`config.mk`:
```
export PLATFORM = sky130hd
export DESIGN_NAME = dsm_ctrl
export DESIGN_NICKNAME = d
export VERILOG_FILES = /design/src/dsm_pkg.sv /design/src/dsm_chan.sv /design/src/dsm_ctrl.sv
export VERILOG_INCLUDE_DIRS = /design/src
export SDC_FILE = /design/constraint.sdc
export NUM_CORES = 1
export LEC_CHECK = 0
export ABC_CLOCK_PERIOD_IN_PS = 2800
export BUFFER_PORTS_ARGS = -buffer_cell sky130_fd_sc_hd__buf_2
export CAP_MARGIN = 20
export CELL_PAD_IN_SITES_DETAIL_PLACEMENT = 0
export CELL_PAD_IN_SITES_GLOBAL_PLACEMENT = 1
export CORE_MARGIN = 4
export CORE_UTILIZATION = 40
export CTS_CLUSTER_SIZE = 20
export DETAILED_ROUTE_END_ITERATION = 12
export GPL_TIMING_DRIVEN = 0
export PLACE_DENSITY_LB_ADDON = 0.1
export SYNTH_ARGS = -nofsm -noshare
export SYNTH_HDL_FRONTEND = slang
export SYNTH_SLANG_ARGS = --single-unit
```
`constraint.sdc`:
```
create_clock -name clk_i -period 2.8 [get_ports clk_i]
set_input_delay 0.7 -clock clk_i [delete_from_list [all_inputs] [get_ports clk_i]]
set_output_delay 0.7 -clock clk_i [all_outputs]
set_load 0.02 [all_outputs]
```
`src/dsm_regs.svh`:
```
// Purpose: timing constants and field positions for the switch mode control
// Assumes: 100 MHz clock
// Notes:   counts are derived from times in ns

`ifndef DSM_REGS_SVH
`define DSM_REGS_SVH

`define DSM_CLK_PERIOD_NS 10
`define DSM_STBY_DELAY_NS 1000000
`define DSM_RETRY_NS      2000000

// least times, rounded up to whole cycles
`define DSM_STBY_CYCLES \
  ((`DSM_STBY_DELAY_NS + `DSM_CLK_PERIOD_NS - 1) / `DSM_CLK_PERIOD_NS)
`define DSM_RETRY_CYCLES \
  ((`DSM_RETRY_NS + `DSM_CLK_PERIOD_NS - 1) / `DSM_CLK_PERIOD_NS)

// sense select pair {high, low}
`define DSM_SEL_CH1  2'h0
`define DSM_SEL_CH2  2'h1
`define DSM_SEL_TEMP 2'h2
`define DSM_SEL_NONE 2'h3

`define DSM_NUM_CH 2

`endif

```
`src/dsm_pkg.sv`:
```
// Purpose: shared types of the switch mode control
// Assumes: nothing
// Notes:   fault is tracked per channel, not as a device mode

package dsm_pkg;

  typedef enum logic [2:0] {
    DSM_OFF,
    DSM_STANDBY,
    DSM_STBY_DELAY,
    DSM_DIAGNOSTIC,
    DSM_ACTIVE
  } dsm_mode_t;

  typedef enum logic [2:0] {
    DSM_SNS_HIZ,
    DSM_SNS_CH1_CUR,
    DSM_SNS_CH2_CUR,
    DSM_SNS_TEMP,
    DSM_SNS_FAULT,
    DSM_SNS_NONE
  } dsm_sense_t;

endpackage

```
`src/dsm_chan.sv`:
```
// Purpose: one switch channel: fault shutdown, retry, open-load flag
// Assumes: inputs synchronous to clk_i
// Notes:   one instance per channel, no shared state

`timescale 1ns/1ps
`include "dsm_regs.svh"

module dsm_chan #(
  parameter int unsigned RETRY_CYCLES = `DSM_RETRY_CYCLES
) (
  input  wire logic clk_i,
  input  wire logic reset_i,
  input  wire logic ce_i,
  input  wire logic powered_i,
  input  wire logic gnd_ok_i,
  input  wire logic enable_i,
  input  wire logic diag_i,
  input  wire logic latch_i,
  input  wire logic shutdown_i,
  input  wire logic open_load_i,
  output logic      switch_on_o,
  output logic      fault_o,
  output logic      open_load_o
);

  localparam int RW = $clog2(RETRY_CYCLES + 1);

  if (RETRY_CYCLES < 1) begin : g_chk
    $error("RETRY_CYCLES must be at least 1");
  end

  typedef struct packed {
    logic          on;
    logic          fault;
    logic [RW-1:0] retry;
    logic          ol;
    logic          diag_d;
    logic          en_d;
  } dsm_chan_state_t;

  dsm_chan_state_t st;
  dsm_chan_state_t next_st;

  logic retry_done;
  logic leave;
  logic ol_clear;

  always_comb begin
    next_st    = st;
    retry_done = (st.retry == '0);
    leave      = st.fault & !shutdown_i & !latch_i & retry_done;
    ol_clear   = (st.diag_d & !diag_i) | (!st.en_d & enable_i);
    next_st.diag_d = diag_i;
    next_st.en_d   = enable_i;
    if (!powered_i) begin
      next_st.fault = 1'b0;
      next_st.retry = '0;
    end else if (shutdown_i) begin
      // a new shutdown always wins over a pending exit
      next_st.fault = 1'b1;
      next_st.retry = RW'(RETRY_CYCLES - 1);
    end else if (leave) begin
      next_st.fault = 1'b0;
    end else if (st.fault && !retry_done) begin
      next_st.retry = st.retry - 1'b1;
    end
    // switch follows only its own enable; ground loss forces off
    next_st.on = powered_i & gnd_ok_i & enable_i & !next_st.fault;
    // comparator status is tracked live while disabled with diagnostics on
    next_st.ol = powered_i & diag_i & !enable_i & open_load_i & !ol_clear;
  end

  always_ff @(posedge clk_i) begin
    if (reset_i) begin
      st <= '0;
    end else if (ce_i) begin
      st <= next_st;
    end
  end

  assign switch_on_o = st.on;
  assign fault_o     = st.fault;
  assign open_load_o = st.ol;
endmodule // dsm_chan

```
`src/dsm_ctrl.sv`:
```
// Purpose: operating-mode control of a dual high-side switch
// Assumes: inputs synchronous to clk_i; supply and ground status come
//          from analog monitors
// Notes:   sense_oe_o low means the sense pin floats

`timescale 1ns/1ps
`include "dsm_regs.svh"

// Functional notes
// - unpowered device sits in Off, no switching, no diagnostics
// - all enables and diagnostic enable low starts Standby Delay
// - at delay expiry go to Standby only if all inputs still low
// - Standby is lowest power with no diagnostics at all
// - Diagnostic mode runs diagnostics with both switches off
// - Active whenever at least one switch is enabled
// - diagnostics toggle freely in Active, independent of switches
// - thermal shutdown or current limit puts that channel in Fault
// - leave Fault when faults clear, latch low and retry timer expired
// - after Fault, switch back on if its enable is high
// - after Fault, switch stays off if its enable is low
// - each channel switches from its own enable only
// - a fault on one channel never touches the other
// - ground loss turns both switches off, off ones stay off
// - ground restored resumes normal operation by itself
// - inverse current is not detected and raises no fault
// - diagnostic enable low keeps sense output high impedance
// - fault on selected channel drives sense to fault level
// - open-load flag clears on diag falling or enable rising
// - open-load reported only while disabled with diagnostics on
module dsm_ctrl #(
  parameter int unsigned STBY_CYCLES  = `DSM_STBY_CYCLES,
  parameter int unsigned RETRY_CYCLES = `DSM_RETRY_CYCLES
) (
  input  wire logic                clk_i,
  input  wire logic                reset_i,
  input  wire logic                ce_i,
  input  wire logic                supply_ok_i,
  input  wire logic                gnd_ok_i,
  input  wire logic                channel_one_enable_i,
  input  wire logic                channel_two_enable_i,
  input  wire logic                diagnostic_enable_i,
  input  wire logic                latch_select_i,
  input  wire logic                sense_select_high_i,
  input  wire logic                sense_select_low_i,
  input  wire logic [1:0]          thermal_shutdown_i,
  input  wire logic [1:0]          current_limit_i,
  input  wire logic [1:0]          open_load_detect_i,
  output dsm_pkg::dsm_mode_t       mode_o,
  output logic [1:0]               switch_on_o,
  output logic [1:0]               channel_fault_o,
  output logic [1:0]               open_load_o,
  output dsm_pkg::dsm_sense_t      sense_output_o,
  output logic                     sense_oe_o
);

  import dsm_pkg::*;

  // ------------------------------------------------
  // parameters and checks
  // ------------------------------------------------
  localparam int CW = $clog2(STBY_CYCLES + 1);

  if (STBY_CYCLES < 2) begin : g_chk
    $error("STBY_CYCLES must be at least 2");
  end

  // ------------------------------------------------
  // state
  // ------------------------------------------------
  typedef struct packed {
    dsm_mode_t     mode;
    logic [CW-1:0] stby_cnt;
    dsm_sense_t    sense;
    logic          sense_oe;
  } dsm_top_state_t;

  dsm_top_state_t st;
  dsm_top_state_t next_st;

  logic [1:0] ch_en;
  logic [1:0] ch_on;
  logic [1:0] ch_fault;
  logic [1:0] ch_ol;
  logic [1:0] fault_det;
  logic [1:0] sel;
  logic       any_en;
  logic       all_low;
  logic       diag_live;
  logic       stby_done;

  assign ch_en     = {channel_two_enable_i, channel_one_enable_i};
  assign sel       = {sense_select_high_i, sense_select_low_i};
  assign any_en    = |ch_en;
  assign all_low   = !any_en && !diagnostic_enable_i;
  // diagnostics exist only while powered; standby implies diag low
  assign diag_live = supply_ok_i && diagnostic_enable_i;
  assign stby_done = (st.stby_cnt == CW'(STBY_CYCLES - 1));

  // ------------------------------------------------
  // channels
  // ------------------------------------------------
  // no inverse-current input: the condition is invisible to the logic
  for (genvar i = 0; i < `DSM_NUM_CH; i++) begin : g_ch
    dsm_chan #(
      .RETRY_CYCLES (RETRY_CYCLES)
    ) u_chan (
      .clk_i       (clk_i),
      .reset_i     (reset_i),
      .ce_i        (ce_i),
      .powered_i   (supply_ok_i),
      .gnd_ok_i    (gnd_ok_i),
      .enable_i    (ch_en[i]),
      .diag_i      (diag_live),
      .latch_i     (latch_select_i),
      .shutdown_i  (thermal_shutdown_i[i] | current_limit_i[i]),
      .open_load_i (open_load_detect_i[i]),
      .switch_on_o (ch_on[i]),
      .fault_o     (ch_fault[i]),
      .open_load_o (ch_ol[i])
    );

    assign fault_det[i] = ch_fault[i] | ch_ol[i];
  end

  // ------------------------------------------------
  // mode and sense mux
  // ------------------------------------------------
  always_comb begin
    next_st = st;

    if (!supply_ok_i) begin
      next_st.mode     = DSM_OFF;
      next_st.stby_cnt = '0;
    end else if (any_en) begin
      next_st.mode     = DSM_ACTIVE;
      next_st.stby_cnt = '0;
    end else if (diagnostic_enable_i) begin
      next_st.mode     = DSM_DIAGNOSTIC;
      next_st.stby_cnt = '0;
    end else begin
      unique case (st.mode)
        DSM_STANDBY: begin
          next_st.mode = DSM_STANDBY;
        end
        DSM_STBY_DELAY: begin
          if (stby_done) begin
            next_st.mode     = DSM_STANDBY;
            next_st.stby_cnt = '0;
          end else begin
            next_st.stby_cnt = st.stby_cnt + 1'b1;
          end
        end
        DSM_OFF, DSM_DIAGNOSTIC, DSM_ACTIVE: begin
          next_st.mode     = DSM_STBY_DELAY;
          next_st.stby_cnt = '0;
        end
      endcase
    end

    // sense follows inputs even in the mode-change cycle
    if (!diag_live) begin
      next_st.sense    = DSM_SNS_HIZ;
      next_st.sense_oe = 1'b0;
    end else begin
      next_st.sense_oe = 1'b1;
      unique case (sel)
        `DSM_SEL_CH1: begin
          next_st.sense = fault_det[0] ? DSM_SNS_FAULT : DSM_SNS_CH1_CUR;
        end
        `DSM_SEL_CH2: begin
          next_st.sense = fault_det[1] ? DSM_SNS_FAULT : DSM_SNS_CH2_CUR;
        end
        `DSM_SEL_TEMP: begin
          next_st.sense = DSM_SNS_TEMP;
        end
        `DSM_SEL_NONE: begin
          // undefined selection: leave the pin floating
          next_st.sense    = DSM_SNS_NONE;
          next_st.sense_oe = 1'b0;
        end
      endcase
    end
  end

  always_ff @(posedge clk_i) begin
    if (reset_i) begin
      st.mode     <= DSM_OFF;
      st.stby_cnt <= '0;
      st.sense    <= DSM_SNS_HIZ;
      st.sense_oe <= 1'b0;
    end else if (ce_i) begin
      st <= next_st;
    end
  end

  // ------------------------------------------------
  // outputs
  // ------------------------------------------------
  assign mode_o          = st.mode;
  assign sense_output_o  = st.sense;
  assign sense_oe_o      = st.sense_oe;
  assign switch_on_o     = ch_on;
  assign channel_fault_o = ch_fault;
  assign open_load_o     = ch_ol;

  // ------------------------------------------------
  // per-channel checks
  // ------------------------------------------------
  // both channels obey one contract; a loop keeps their checks from drifting apart
  for (genvar i = 0; i < `DSM_NUM_CH; i++) begin : g_chk_ch

  end
endmodule // dsm_ctrl

```
==> results of run 1 <==
[report_power, final]
group | internal (mW) | switching [mW]
clock network | 0.447 | 0.363
logic | 0.152 | 0.274
registers | 0.979 | 0.0487
[area by class of cell]
class                   count  share of cell area [%]
inverters                  13                    1.16
clock buffers              11                    3.61
well taps                 108                    3.22
multi-input cells         359                    52.3
flip-flops and latches     66                    31.5
repair buffers             27                    3.22
clock inverters             3                   0.954
plain buffers              33                    4.11
[worst register-to-register path, stage by stage, from the launching register on]
cell and delay (ps):
dfxtp_1 340, inv_1 80, ha_1 240, or4b_1 600, nor4_4 300, a21oi_1 290, clkbuf_2 280, a221oi_1 280
[cells in the final DEF, fill, tap and decap left out, drive strengths merged, types with 5 or more instances in the layout]
cell,netlist,routed
nor4,13,13
a211oi,8,8
xnor2,10,10
dfxtp,66,66
clkbuf,18,29
nor2,44,44
nand3,21,21
o31ai,6,6
nor2b,5,5
o211ai,5,5
a21oi,43,43
o21ai,20,20
a21o,5,5
inv,11,11
nor3,15,15
a31oi,6,6
or4,10,10
nand2,49,49
buf,15,42
nand2b,7,7
nand4,14,14
[flip-flops by register name, indices dropped and copies added, names as in the netlist]
name,count
g_ch.u_chan.fault_o,2
g_ch.u_chan.open_load_o,2
g_ch.u_chan.st,36
g_ch.u_chan.switch_on_o,2
mode_o,3
sense_oe_o,1
sense_output_o,3
st,17
[cell families after synthesis]
logic type,Yosys count
compound gates,131
xor+xnor,14
fa+ha+maj,3
mux,3
buf+inv,46
simple gates,208
flops,66
[per-layer routing]
| metal | part of all wire, % | vias up |
|---|---|---|
| li1 | - | 1822 |
| met1 | 48 | 1705 |
| met2 | 45 | 84 |
| met3 | 5.1 | 12 |
| met4 | 1.5 | 0 |
| met5 | 0 | - |
[metrics by stage]
stage / cells / power, mW
6_report: 620 / 2.26
5_1_grt: 620 / 2.39
4_1_cts: 620 / 2.28
3_3_place_gp: 606 / 1.47
3_5_place_dp: 606 / 1.47
2_1_floorplan: 471 / 1.35
[path summary, 6_finish.rpt]
| check | startpoint | end | slack (ps) | cells after the start |
|---|---|---|---|---|
| worst max-delay path | g_ch[0].u_chan.st[3] | g_ch[0].u_chan.st[5] | 310 | 7 |
| worst max register to register | g_ch[0].u_chan.st[3] | g_ch[0].u_chan.st[5] | 310 | 7 |
| worst min register to register | sense_output_o[2] | sense_output_o[2] | 460 | 2 |
| worst min-delay path | sense_output_o[2] | sense_output_o[2] | 460 | 2 |
[repair_timing]
action / CTS / global route
gates resized for setup: 0 / 3
hold buffers: 0 / 0
endpoints found under the setup margin: 0 / 10
==> impl_metrics.json, run 1 <==
{
  "cp-end-kind": "register",
  "syn_area_um2": 3730,
  "synth_seq_area_share_pct": 35.4,
  "drc": 0,
  "worst-path-buf-inv": 2,
  "crit_fanout": 10,
  "cpPeakStageDelay_ps": 600,
  "setup_viol": 0,
  "fin_hold_ws_ps": 461,
  "gp_congestion": 0.817,
  "final-hold-violation-count": 0,
  "dieHeight_um": 105,
  "routedWlPerCell_um": 16.7,
  "syn_inst": 471,
  "fillers": 908,
  "synth.area.mux_share_pct": 0.805,
  "clock_path_buffers": 2,
  "synth_compound_area_share_pct": 23.6,
  "worstSetupStartpointType": "register",
  "status": "finished clean",
  "ys.flop_type": "dfxtp_1",
  "rows": 34,
  "synthAdderAreaFrac_pct": 1.01,
  "finalSetupTns_ps": 0,
  "areaGrowthSynthToFinish_pct": 12.5,
  "placed_area_um2": 4000,
  "cp_slowest_cell": "or4b_1",
  "root_buffer": "clkbuf_8",
  "vias_per_cell": 5.84,
  "post-route-worst-setup-slack_ps": 306,
  "clk_latency_ps": 340,
  "synth_xor_area_share_pct": 3.29,
  "vias": 3623,
  "grt_pass1_wl_mm": 17.3,
  "synth_edf_count": 0,
  "maxCapViolCount": 0,
  "port_buffers": 27,
  "wl_mm": 10.4,
  "power_density_nw_per_um2": 539,
  "hpwl_mm": 7.41,
  "ys_async_sr_fraction_pct": 0,
  "drt_iter0_markers": 179,
  "min_period_over_period_pct": 89.1,
  "ioPinCount": 30,
  "synth_most_common_cell": "dfxtp_1",
  "die_x_um": 105,
  "path_cells": "inv_1 > ha_1 > or4b_1 > nor4_4 > a21oi_1 > clkbuf_2 > a221oi_1",
  "ir_drop_uv": 232,
  "path_delay_family": "simple AND/OR/NAND/NOR gates",
  "initial_core_util_pct": 42.0,
  "final_area_um2": 4200,
  "ant_nets": 0,
  "grt_pass1_vias": 3377,
  "nets": 529,
  "p_leak_nw": 1.53,
  "synth-seq-cells": 66,
  "synth_area_leaders": "dfxtp_1 (35%), a21oi_1 (5.6%), nand2_1 (4.9%)",
  "yosys_warnings": 0,
  "drtPass1Iterations": 5,
  "arrival_ps": 2740,
  "clock_skew_ps": 7.05,
  "yosys-top-cells-count": "dfxtp_1 (66), nand2_1 (49), nor2_1 (44)",
  "crit_type": "reg2reg",
  "h-tree-depth": 3,
  "grt_usage_pct": 19.2,
  "hold_class": "reg2reg",
  "numCtsBuffers": 9,
  "grt_max_degree": 11,
  "use_met2_pct": 29.7,
  "finish.utilization_pct": 47.2,
  "seq_area_um2": 1320,
  "grt_util_met3_pct": 3.82,
  "cp_data_required_time_ps": 3050,
  "multi_input_area_um2": 2190,
  "drive_gt1_share_pct": 14.5,
  "netlist.area_leader.share_pct": 35.4,
  "antenna_found_initial": 0,
  "post-cts-setup-buffers": 0,
  "drv_slew": 0,
  "clock-sinks": 66,
  "max_freq_mhz": 401,
  "syn_avg_cell_area_um2": 7.92,
  "grt_overflow_total": 0,
  "dieArea_um2": 10900,
  "pre_cts_ws_ps": -3.42,
  "n_antenna_cell": 0,
  "ys_types": 65,
  "synthSimpleGateAreaFrac_pct": 30.0,
  "grt.busiest_layer": "met2",
  "synth_top_area_cell": "dfxtp_1",
  "grt_setup_unrepaired": "no",
  "grt_use_met1_pct": 26.7,
  "synth_top_family_by_area": "simple AND/OR/NAND/NOR gates",
  "clk_pin_slew_worst_paths_ps": 70,
  "fin_crit_ps": 2490,
  "cts_tree": "yes",
  "max_slew_margin_pct": 28.4,
  "worst_slew_pin_slew_ps": 1060,
  "synthesis.nets": 491,
  "core-area_um2": 8890
}
Power figures use the tool's default switching activity.
==> run 2, diff against run 1 <==
- CORE_ASPECT_RATIO: not set -> 1.25
- GPL_TIMING_DRIVEN: 0 -> not set
==> run 2 against run 1 <==
Effect of this change: fmax fell by 0.69%; final area is 2.3% higher; non-clock buffer count down 8; flip-flop and latch count did not move; combinational power increased by 4.9%; largest cell class unchanged; critical endpoint is now g_ch[1].u_chan.st[16]; utilization is 0.16 points lower.
==> impl_metrics.json, run 2 (same netlist as run 1, synthesis figures left out) <==
{
  "clock_skew_ps": 4.46,
  "fin_crit_ps": 2510,
  "drive_gt1_share_pct": 16.4,
  "die_x_um": 94.4,
  "power_frac_comb_pct": 17.9,
  "final-hold-violation-count": 0,
  "place_inst": 613,
  "ir_drop_uv": 301,
  "min_period_over_period_pct": 89.7,
  "grt_overflow_total": 0,
  "h-tree-depth": 3,
  "hold_start": "sense_output_o[0]",
  "grt_max_degree": 40,
  "startpoint": "g_ch[1].u_chan.st[3]",
  "cp.depth": 8,
  "drv_slew": 0,
  "fillers": 975,
  "drc": 0,
  "crit_fanout": 12,
  "ant_nets": 0,
  "p_seq_share_pct": 41.4,
  "final_common_cell": "dfxtp_1",
  "layout_common_cells": "dfxtp_1 (66), nand2_1 (49), nor2_1 (44)",
  "drt_iter0_markers": 163,
  "reg_top3": "g_ch.u_chan.st: 36 flops, st: 17 flops",
  "ioPinCount": 30,
  "cpPeakStageDelay_ps": 720,
  "stdcell_count": 629,
  "maxCapViolCount": 0,
  "regMostFlops": "g_ch.u_chan.st",
  "power_density_nw_per_um2": 579,
  "worstSetupStartpointType": "register",
  "initial_core_util_pct": 40.9,
  "grt_usage_pct": 19.3,
  "worstReg2RegStart": "g_ch[1].u_chan.st[3]",
  "cp_data_required_time_ps": 3020,
  "max_freq_mhz": 398,
  "grt_pass1_wl_mm": 16.7,
  "dieHeight_um": 116,
  "arrival_ps": 2730,
  "hpwl_mm": 7.18,
  "n_antenna_cell": 0,
  "status": "finished clean",
  "core-area_um2": 9130,
  "wl_mm": 10.0,
  "worstReg2RegEnd": "g_ch[1].u_chan.st[16]",
  "largest_reg_flops": 36,
  "switchingPower_mw": 0.740,
  "port_buffers": 29,
  "worst_slew_pin_slew_ps": 889,
  "post-cts-setup-buffers": 0,
  "rows": 39,
  "gp_congestion": 0.850,
  "r2r_cells": 8,
  "p_leak_nw": 1.58,
  "fin_hold_ws_ps": 467,
  "grt_pass1_vias": 3323,
  "ctsResizeCount": 0,
  "nets": 521,
  "rrSetupSlack_ps": 290,
  "clock-sinks": 66,
  "hold_buffers": 0,
  "finalSetupTns_ps": 0,
  "p_int_mw": 1.75,
  "path_common_cell": "a31oi_1",
  "cts_tree": "yes",
  "power.share.clock_pct": 40.7,
  "drtPass1Iterations": 5,
  "path_cells": "inv_1 > ha_1 > nor3b_1 > and3_1 > a31oi_1 > buf_4 > a31oi_1 > a41o_1",
  "antenna_found_initial": 0,
  "p_sw_share_pct": 29.8,
  "cp-end-kind": "register",
  "areaGrowthSynthToFinish_pct": 15.1,
  "numCtsBuffers": 9,
  "clk_pin_slew_worst_paths_ps": 60,
  "cp-endpoint": "g_ch[1].u_chan.st[16]",
  "cp_slowest_cell": "a31oi_1",
  "vias": 3640,
  "routedWlPerCell_um": 15.9,
  "vias_per_cell": 5.79,
  "clk_latency_ps": 330,
  "crit_type": "reg2reg",
  "root_buffer": "clkbuf_16",
  "worst-path-buf-inv": 2,
  "setup_viol": 0,
  "dieArea_um2": 10900,
  "hold_class": "reg2reg",
  "clock_path_buffers": 2,
  "grt_setup_unrepaired": "no",
  "max_slew_margin_pct": 40.5,
  "path_delay_family": "compound AO/OA/AOI/OAI gates"
}
-- run 2: area by class of cell --
type / count / area [um^2] / area share (%)
Multi-Input combinational cell: 359 / 2190 / 51.0
Sequential cell: 66 / 1320 / 30.8
Timing Repair Buffer: 52 / 318 / 7.40
Clock buffer: 11 / 233 / 5.42
Tap cell: 123 / 154 / 3.58
Inverter: 13 / 48.8 / 1.14
Clock inverter: 5 / 31.3 / 0.728
-- run 2: metrics by stage --
step	utilization [%]	total power, mW	area, um^2	worst slack (ps)
3_3_place_gp	44.1	1.49	4020	58.9
2_1_floorplan	-	1.35	3730	418
5_1_grt	47.1	2.62	4300	133
3_5_place_dp	44.2	1.49	4030	119
4_1_cts	47.1	2.51	4300	264
6_report	47.1	2.49	4300	289
-- run 2: power by group through the flow --
stage / Sequential, mW / Combinational [mW] / Clock [mW]
floorplan: 1.04 / 0.311 / 0
global placement: 1.05 / 0.439 / 0
detailed placement: 1.05 / 0.443 / 0
CTS: 1.03 / 0.445 / 1.04
global route: 1.04 / 0.497 / 1.08
finish: 1.03 / 0.446 / 1.01
-- run 2: how the worst min path moves through the flow --
stage,to,depth (start not counted)
after CTS,g_ch[1].u_chan.st[14],1
final,sense_output_o[0],2
after global placement,g_ch[1].u_chan.st[14],1
after detailed placement,g_ch[1].u_chan.st[14],1
after floorplan,g_ch[1].u_chan.st[14],1
after global routing,sense_output_o[0],2
-- run 2: worst reg2reg max path, delay by kind of cell, from the launching register on --
kind / cells / cell delay (ps)
AO/OA/AOI/OAI: 3 / 1040
buffers and inverters: 2 / 390
flip-flops: 1 / 370
AND/OR/NAND/NOR: 2 / 360
adder cells (fa/ha/maj): 1 / 230
-- run 2: routing by layer --
layer	vias up	part of all wire (%)	track usage, %
met5	-	0	0
met4	0	2.1	7.42
met3	15	3.2	2.99
met2	78	50	32.8
met1	1730	44	24.4
li1	1817	-	-
==> run 3, diff against run 2 <==
--- a/config.mk
+++ b/config.mk
@@ -7,4 +7,5 @@
 export NUM_CORES = 1
 export LEC_CHECK = 0
+export ABC_AREA = 1
 export ABC_CLOCK_PERIOD_IN_PS = 2800
 export BUFFER_PORTS_ARGS = -buffer_cell sky130_fd_sc_hd__buf_2
@@ -15,5 +16,4 @@
 export CORE_MARGIN = 4
 export CORE_UTILIZATION = 40
-export CTS_CLUSTER_SIZE = 20
 export DETAILED_ROUTE_END_ITERATION = 12
 export PLACE_DENSITY_LB_ADDON = 0.1
==> constraint.sdc (replaced) <==
create_clock -name clk_i -period 2.8 [get_ports clk_i]
set_input_delay 0.42 -clock clk_i [delete_from_list [all_inputs] [get_ports clk_i]]
set_output_delay 0.42 -clock clk_i [all_outputs]
set_load 0.02 [all_outputs]
==> run 3 against run 2 <==
Effect of this change: hold slack worse by 110 ps; via count increased by 11%; die area rose by 9.4%; flip-flop and latch count unchanged; register-to-register slack improved by 560 ps; critical endpoint unchanged.
==> impl_metrics.json, run 3 <==
{
  "ir_drop_uv": 323,
  "path_common_cell": "nand2_1",
  "final-hold-violation-count": 0,
  "ctsResizeCount": 0,
  "synth_area_leaders": "dfxtp_1 (32%), nand2_1 (13%), nand3_1 (12%)",
  "synthSimpleGateAreaFrac_pct": 44.2,
  "synth_most_common_cell": "nand2_1",
  "finish.utilization_pct": 45.2,
  "port_buffers": 29,
  "numCtsBuffers": 9,
  "worst_slew_pin_slew_ps": 627,
  "synth_edf_count": 0,
  "synth_top_family_by_area": "simple AND/OR/NAND/NOR gates",
  "clock_skew_ps": 9.77,
  "cp_data_required_time_ps": 3030,
  "synthesis.nets": 665,
  "hpwl_mm": 7.35,
  "dieHeight_um": 121,
  "cts_tree": "yes",
  "synth_top_area_cell": "dfxtp_1",
  "die_x_um": 98.7,
  "max_freq_mhz": 512,
  "setup_viol": 0,
  "worstSetupStartpointType": "register",
  "syn_avg_cell_area_um2": 6.37,
  "antenna_found_initial": 0,
  "initial_core_util_pct": 40.9,
  "cp_slowest_cell": "dfxtp_1",
  "h-tree-depth": 3,
  "yosys_warnings": 0,
  "power_density_nw_per_um2": 593,
  "synthAdderAreaFrac_pct": 0.913,
  "place_inst": 774,
  "drive_gt1_share_pct": 12.7,
  "grt_max_degree": 41,
  "grt_overflow_total": 0,
  "synth_compound_area_share_pct": 10.5,
  "p_leak_nw": 1.88,
  "crit_type": "reg2reg",
  "netlist.area_leader.share_pct": 32.1,
  "areaGrowthSynthToFinish_pct": 10.5,
  "largest_reg_flops": 36,
  "dieArea_um2": 12000,
  "status": "finished clean",
  "wl_mm": 10.3,
  "reg_top3": "g_ch.u_chan.st: 36 flops, st: 17 flops",
  "clk_pin_slew_worst_paths_ps": 60,
  "clock-sinks": 66,
  "ys.flop_type": "dfxtp_1",
  "root_buffer": "clkbuf_16",
  "post-route-worst-setup-slack_ps": 849,
  "grt_usage_pct": 18.1,
  "maxCapViolCount": 0,
  "drtPass1Iterations": 4,
  "grt_setup_unrepaired": "no",
  "vias": 4024,
  "synth_xor_area_share_pct": 0.639,
  "pre_cts_ws_ps": 794,
  "clk_latency_ps": 340,
  "ioPinCount": 30,
  "regMostFlops": "g_ch.u_chan.st",
  "drc": 0,
  "hold_buffers": 0,
  "routedWlPerCell_um": 13.0,
  "hold_class": "in2reg",
  "ys_async_sr_fraction_pct": 0,
  "nets": 676,
  "crit_fanout": 19,
  "fin_hold_ws_ps": 360,
  "stdcell_count": 790,
  "path_cells": "inv_1 > ha_1 > nand2_4 > nor2_4 > nand3_4 > nand3_4 > nand2_4 > nand2_1 > nand2_1 > nand2_1 > nor2_1",
  "cpPeakStageDelay_ps": 340,
  "drv_slew": 0,
  "finalSetupTns_ps": 0,
  "seq_area_um2": 1320,
  "n_antenna_cell": 0,
  "syn_area_um2": 4110,
  "gp_congestion": 0.826,
  "grt_pass1_wl_mm": 17.8,
  "synth-seq-cells": 66,
  "cp-end-kind": "register",
  "yosys-top-cells-count": "nand2_1 (137), nor2_1 (103), nand3_1 (96)",
  "fillers": 1099,
  "syn_inst": 645,
  "layout_common_cells": "nand2_1 (137), nor2_1 (103), nand3_1 (96)",
  "final_common_cell": "nand2_1",
  "grt_pass1_vias": 3780,
  "fin_crit_ps": 1950,
  "min_period_over_period_pct": 69.7,
  "rows": 41,
  "drt_iter0_markers": 188,
  "post-cts-setup-buffers": 0,
  "multi_input_area_um2": 2310,
  "clock_path_buffers": 2,
  "core-area_um2": 10100,
  "arrival_ps": 2180,
  "ys_types": 39,
  "max_slew_margin_pct": 58.1,
  "vias_per_cell": 5.09,
  "ant_nets": 0,
  "synth.area.mux_share_pct": 0,
  "synth_seq_area_share_pct": 32.1
}
-- run 3: changes by cell type after synthesis, sizes merged, moves of 6 or more --
cell / delta
nor4: -11
a211oi: -8
inv: +54
xnor2: -10
or4: -10
nand2: +96
o31ai: -6
buf: +8
nand4: -6
a21oi: +11
nand2b: -7
clkbuf: -6
nand3: +81
nor2: +69
-- run 3: metrics by stage --
stage | power, mW | instance area, um^2
5_1_grt | 2.84 | 4540
6_report | 2.69 | 4540
3_3_place_gp | 1.56 | 4240
4_1_cts | 2.73 | 4540
3_5_place_dp | 1.56 | 4240
2_1_floorplan | 1.46 | 4110
-- run 3: area by class of cell --
type / instances / share of cell area (%)
Multi-Input combinational cell: 477 / 50.9
Tap cell: 129 / 3.55
Inverter: 67 / 5.54
Timing Repair Buffer: 35 / 4.19
Sequential cell: 66 / 29.1
Clock inverter: 5 / 1.16
Clock buffer: 11 / 5.56
-- run 3: path summary, 6_finish.rpt --
kind	startpoint	to	slack, ps	cells past startpoint
worst max-delay path	g_ch[1].u_chan.st[3]	g_ch[1].u_chan.st[16]	850	11
worst min-delay path	open_load_detect_i[1]	g_ch[1].u_chan.open_load_o	360	3
worst max register to register	g_ch[1].u_chan.st[3]	g_ch[1].u_chan.st[16]	850	11
worst min register to register	g_ch[1].u_chan.switch_on_o	g_ch[1].u_chan.switch_on_o	460	2
-- run 3: report_power, final --
| part | leakage (nW) | switching, mW | internal, mW |
|---|---|---|---|
| clock | 0.151 | 0.418 | 0.732 |
| sequential | 0.537 | 0.0429 | 0.978 |
| combinational | 1.19 | 0.348 | 0.171 |
-- run 3: metal layers --
layer	wire length (um)	global-route usage (%)	share of wire [%]	vias up
met3	312	2.47	3.0	11
met4	188	8.37	1.8	0
met1	4590	21.6	45	1823
li1	-	-	-	2123
met2	5210	32.0	51	67
met5	0	0	0	-
-- run 3: logic make-up after synthesis --
logic type | after synthesis
fa+ha+maj | 3
buf+inv | 102
simple gates | 392
xor+xnor | 3
flops | 66
compound gates | 79
-- run 3: worst max-delay path: cells and delay by family (launching register included) --
family / cells / cell delay (ps)
adder cells (fa/ha/maj): 1 / 260
buffers and inverters: 1 / 180
flip-flops: 1 / 340
AND/OR/NAND/NOR: 9 / 1070
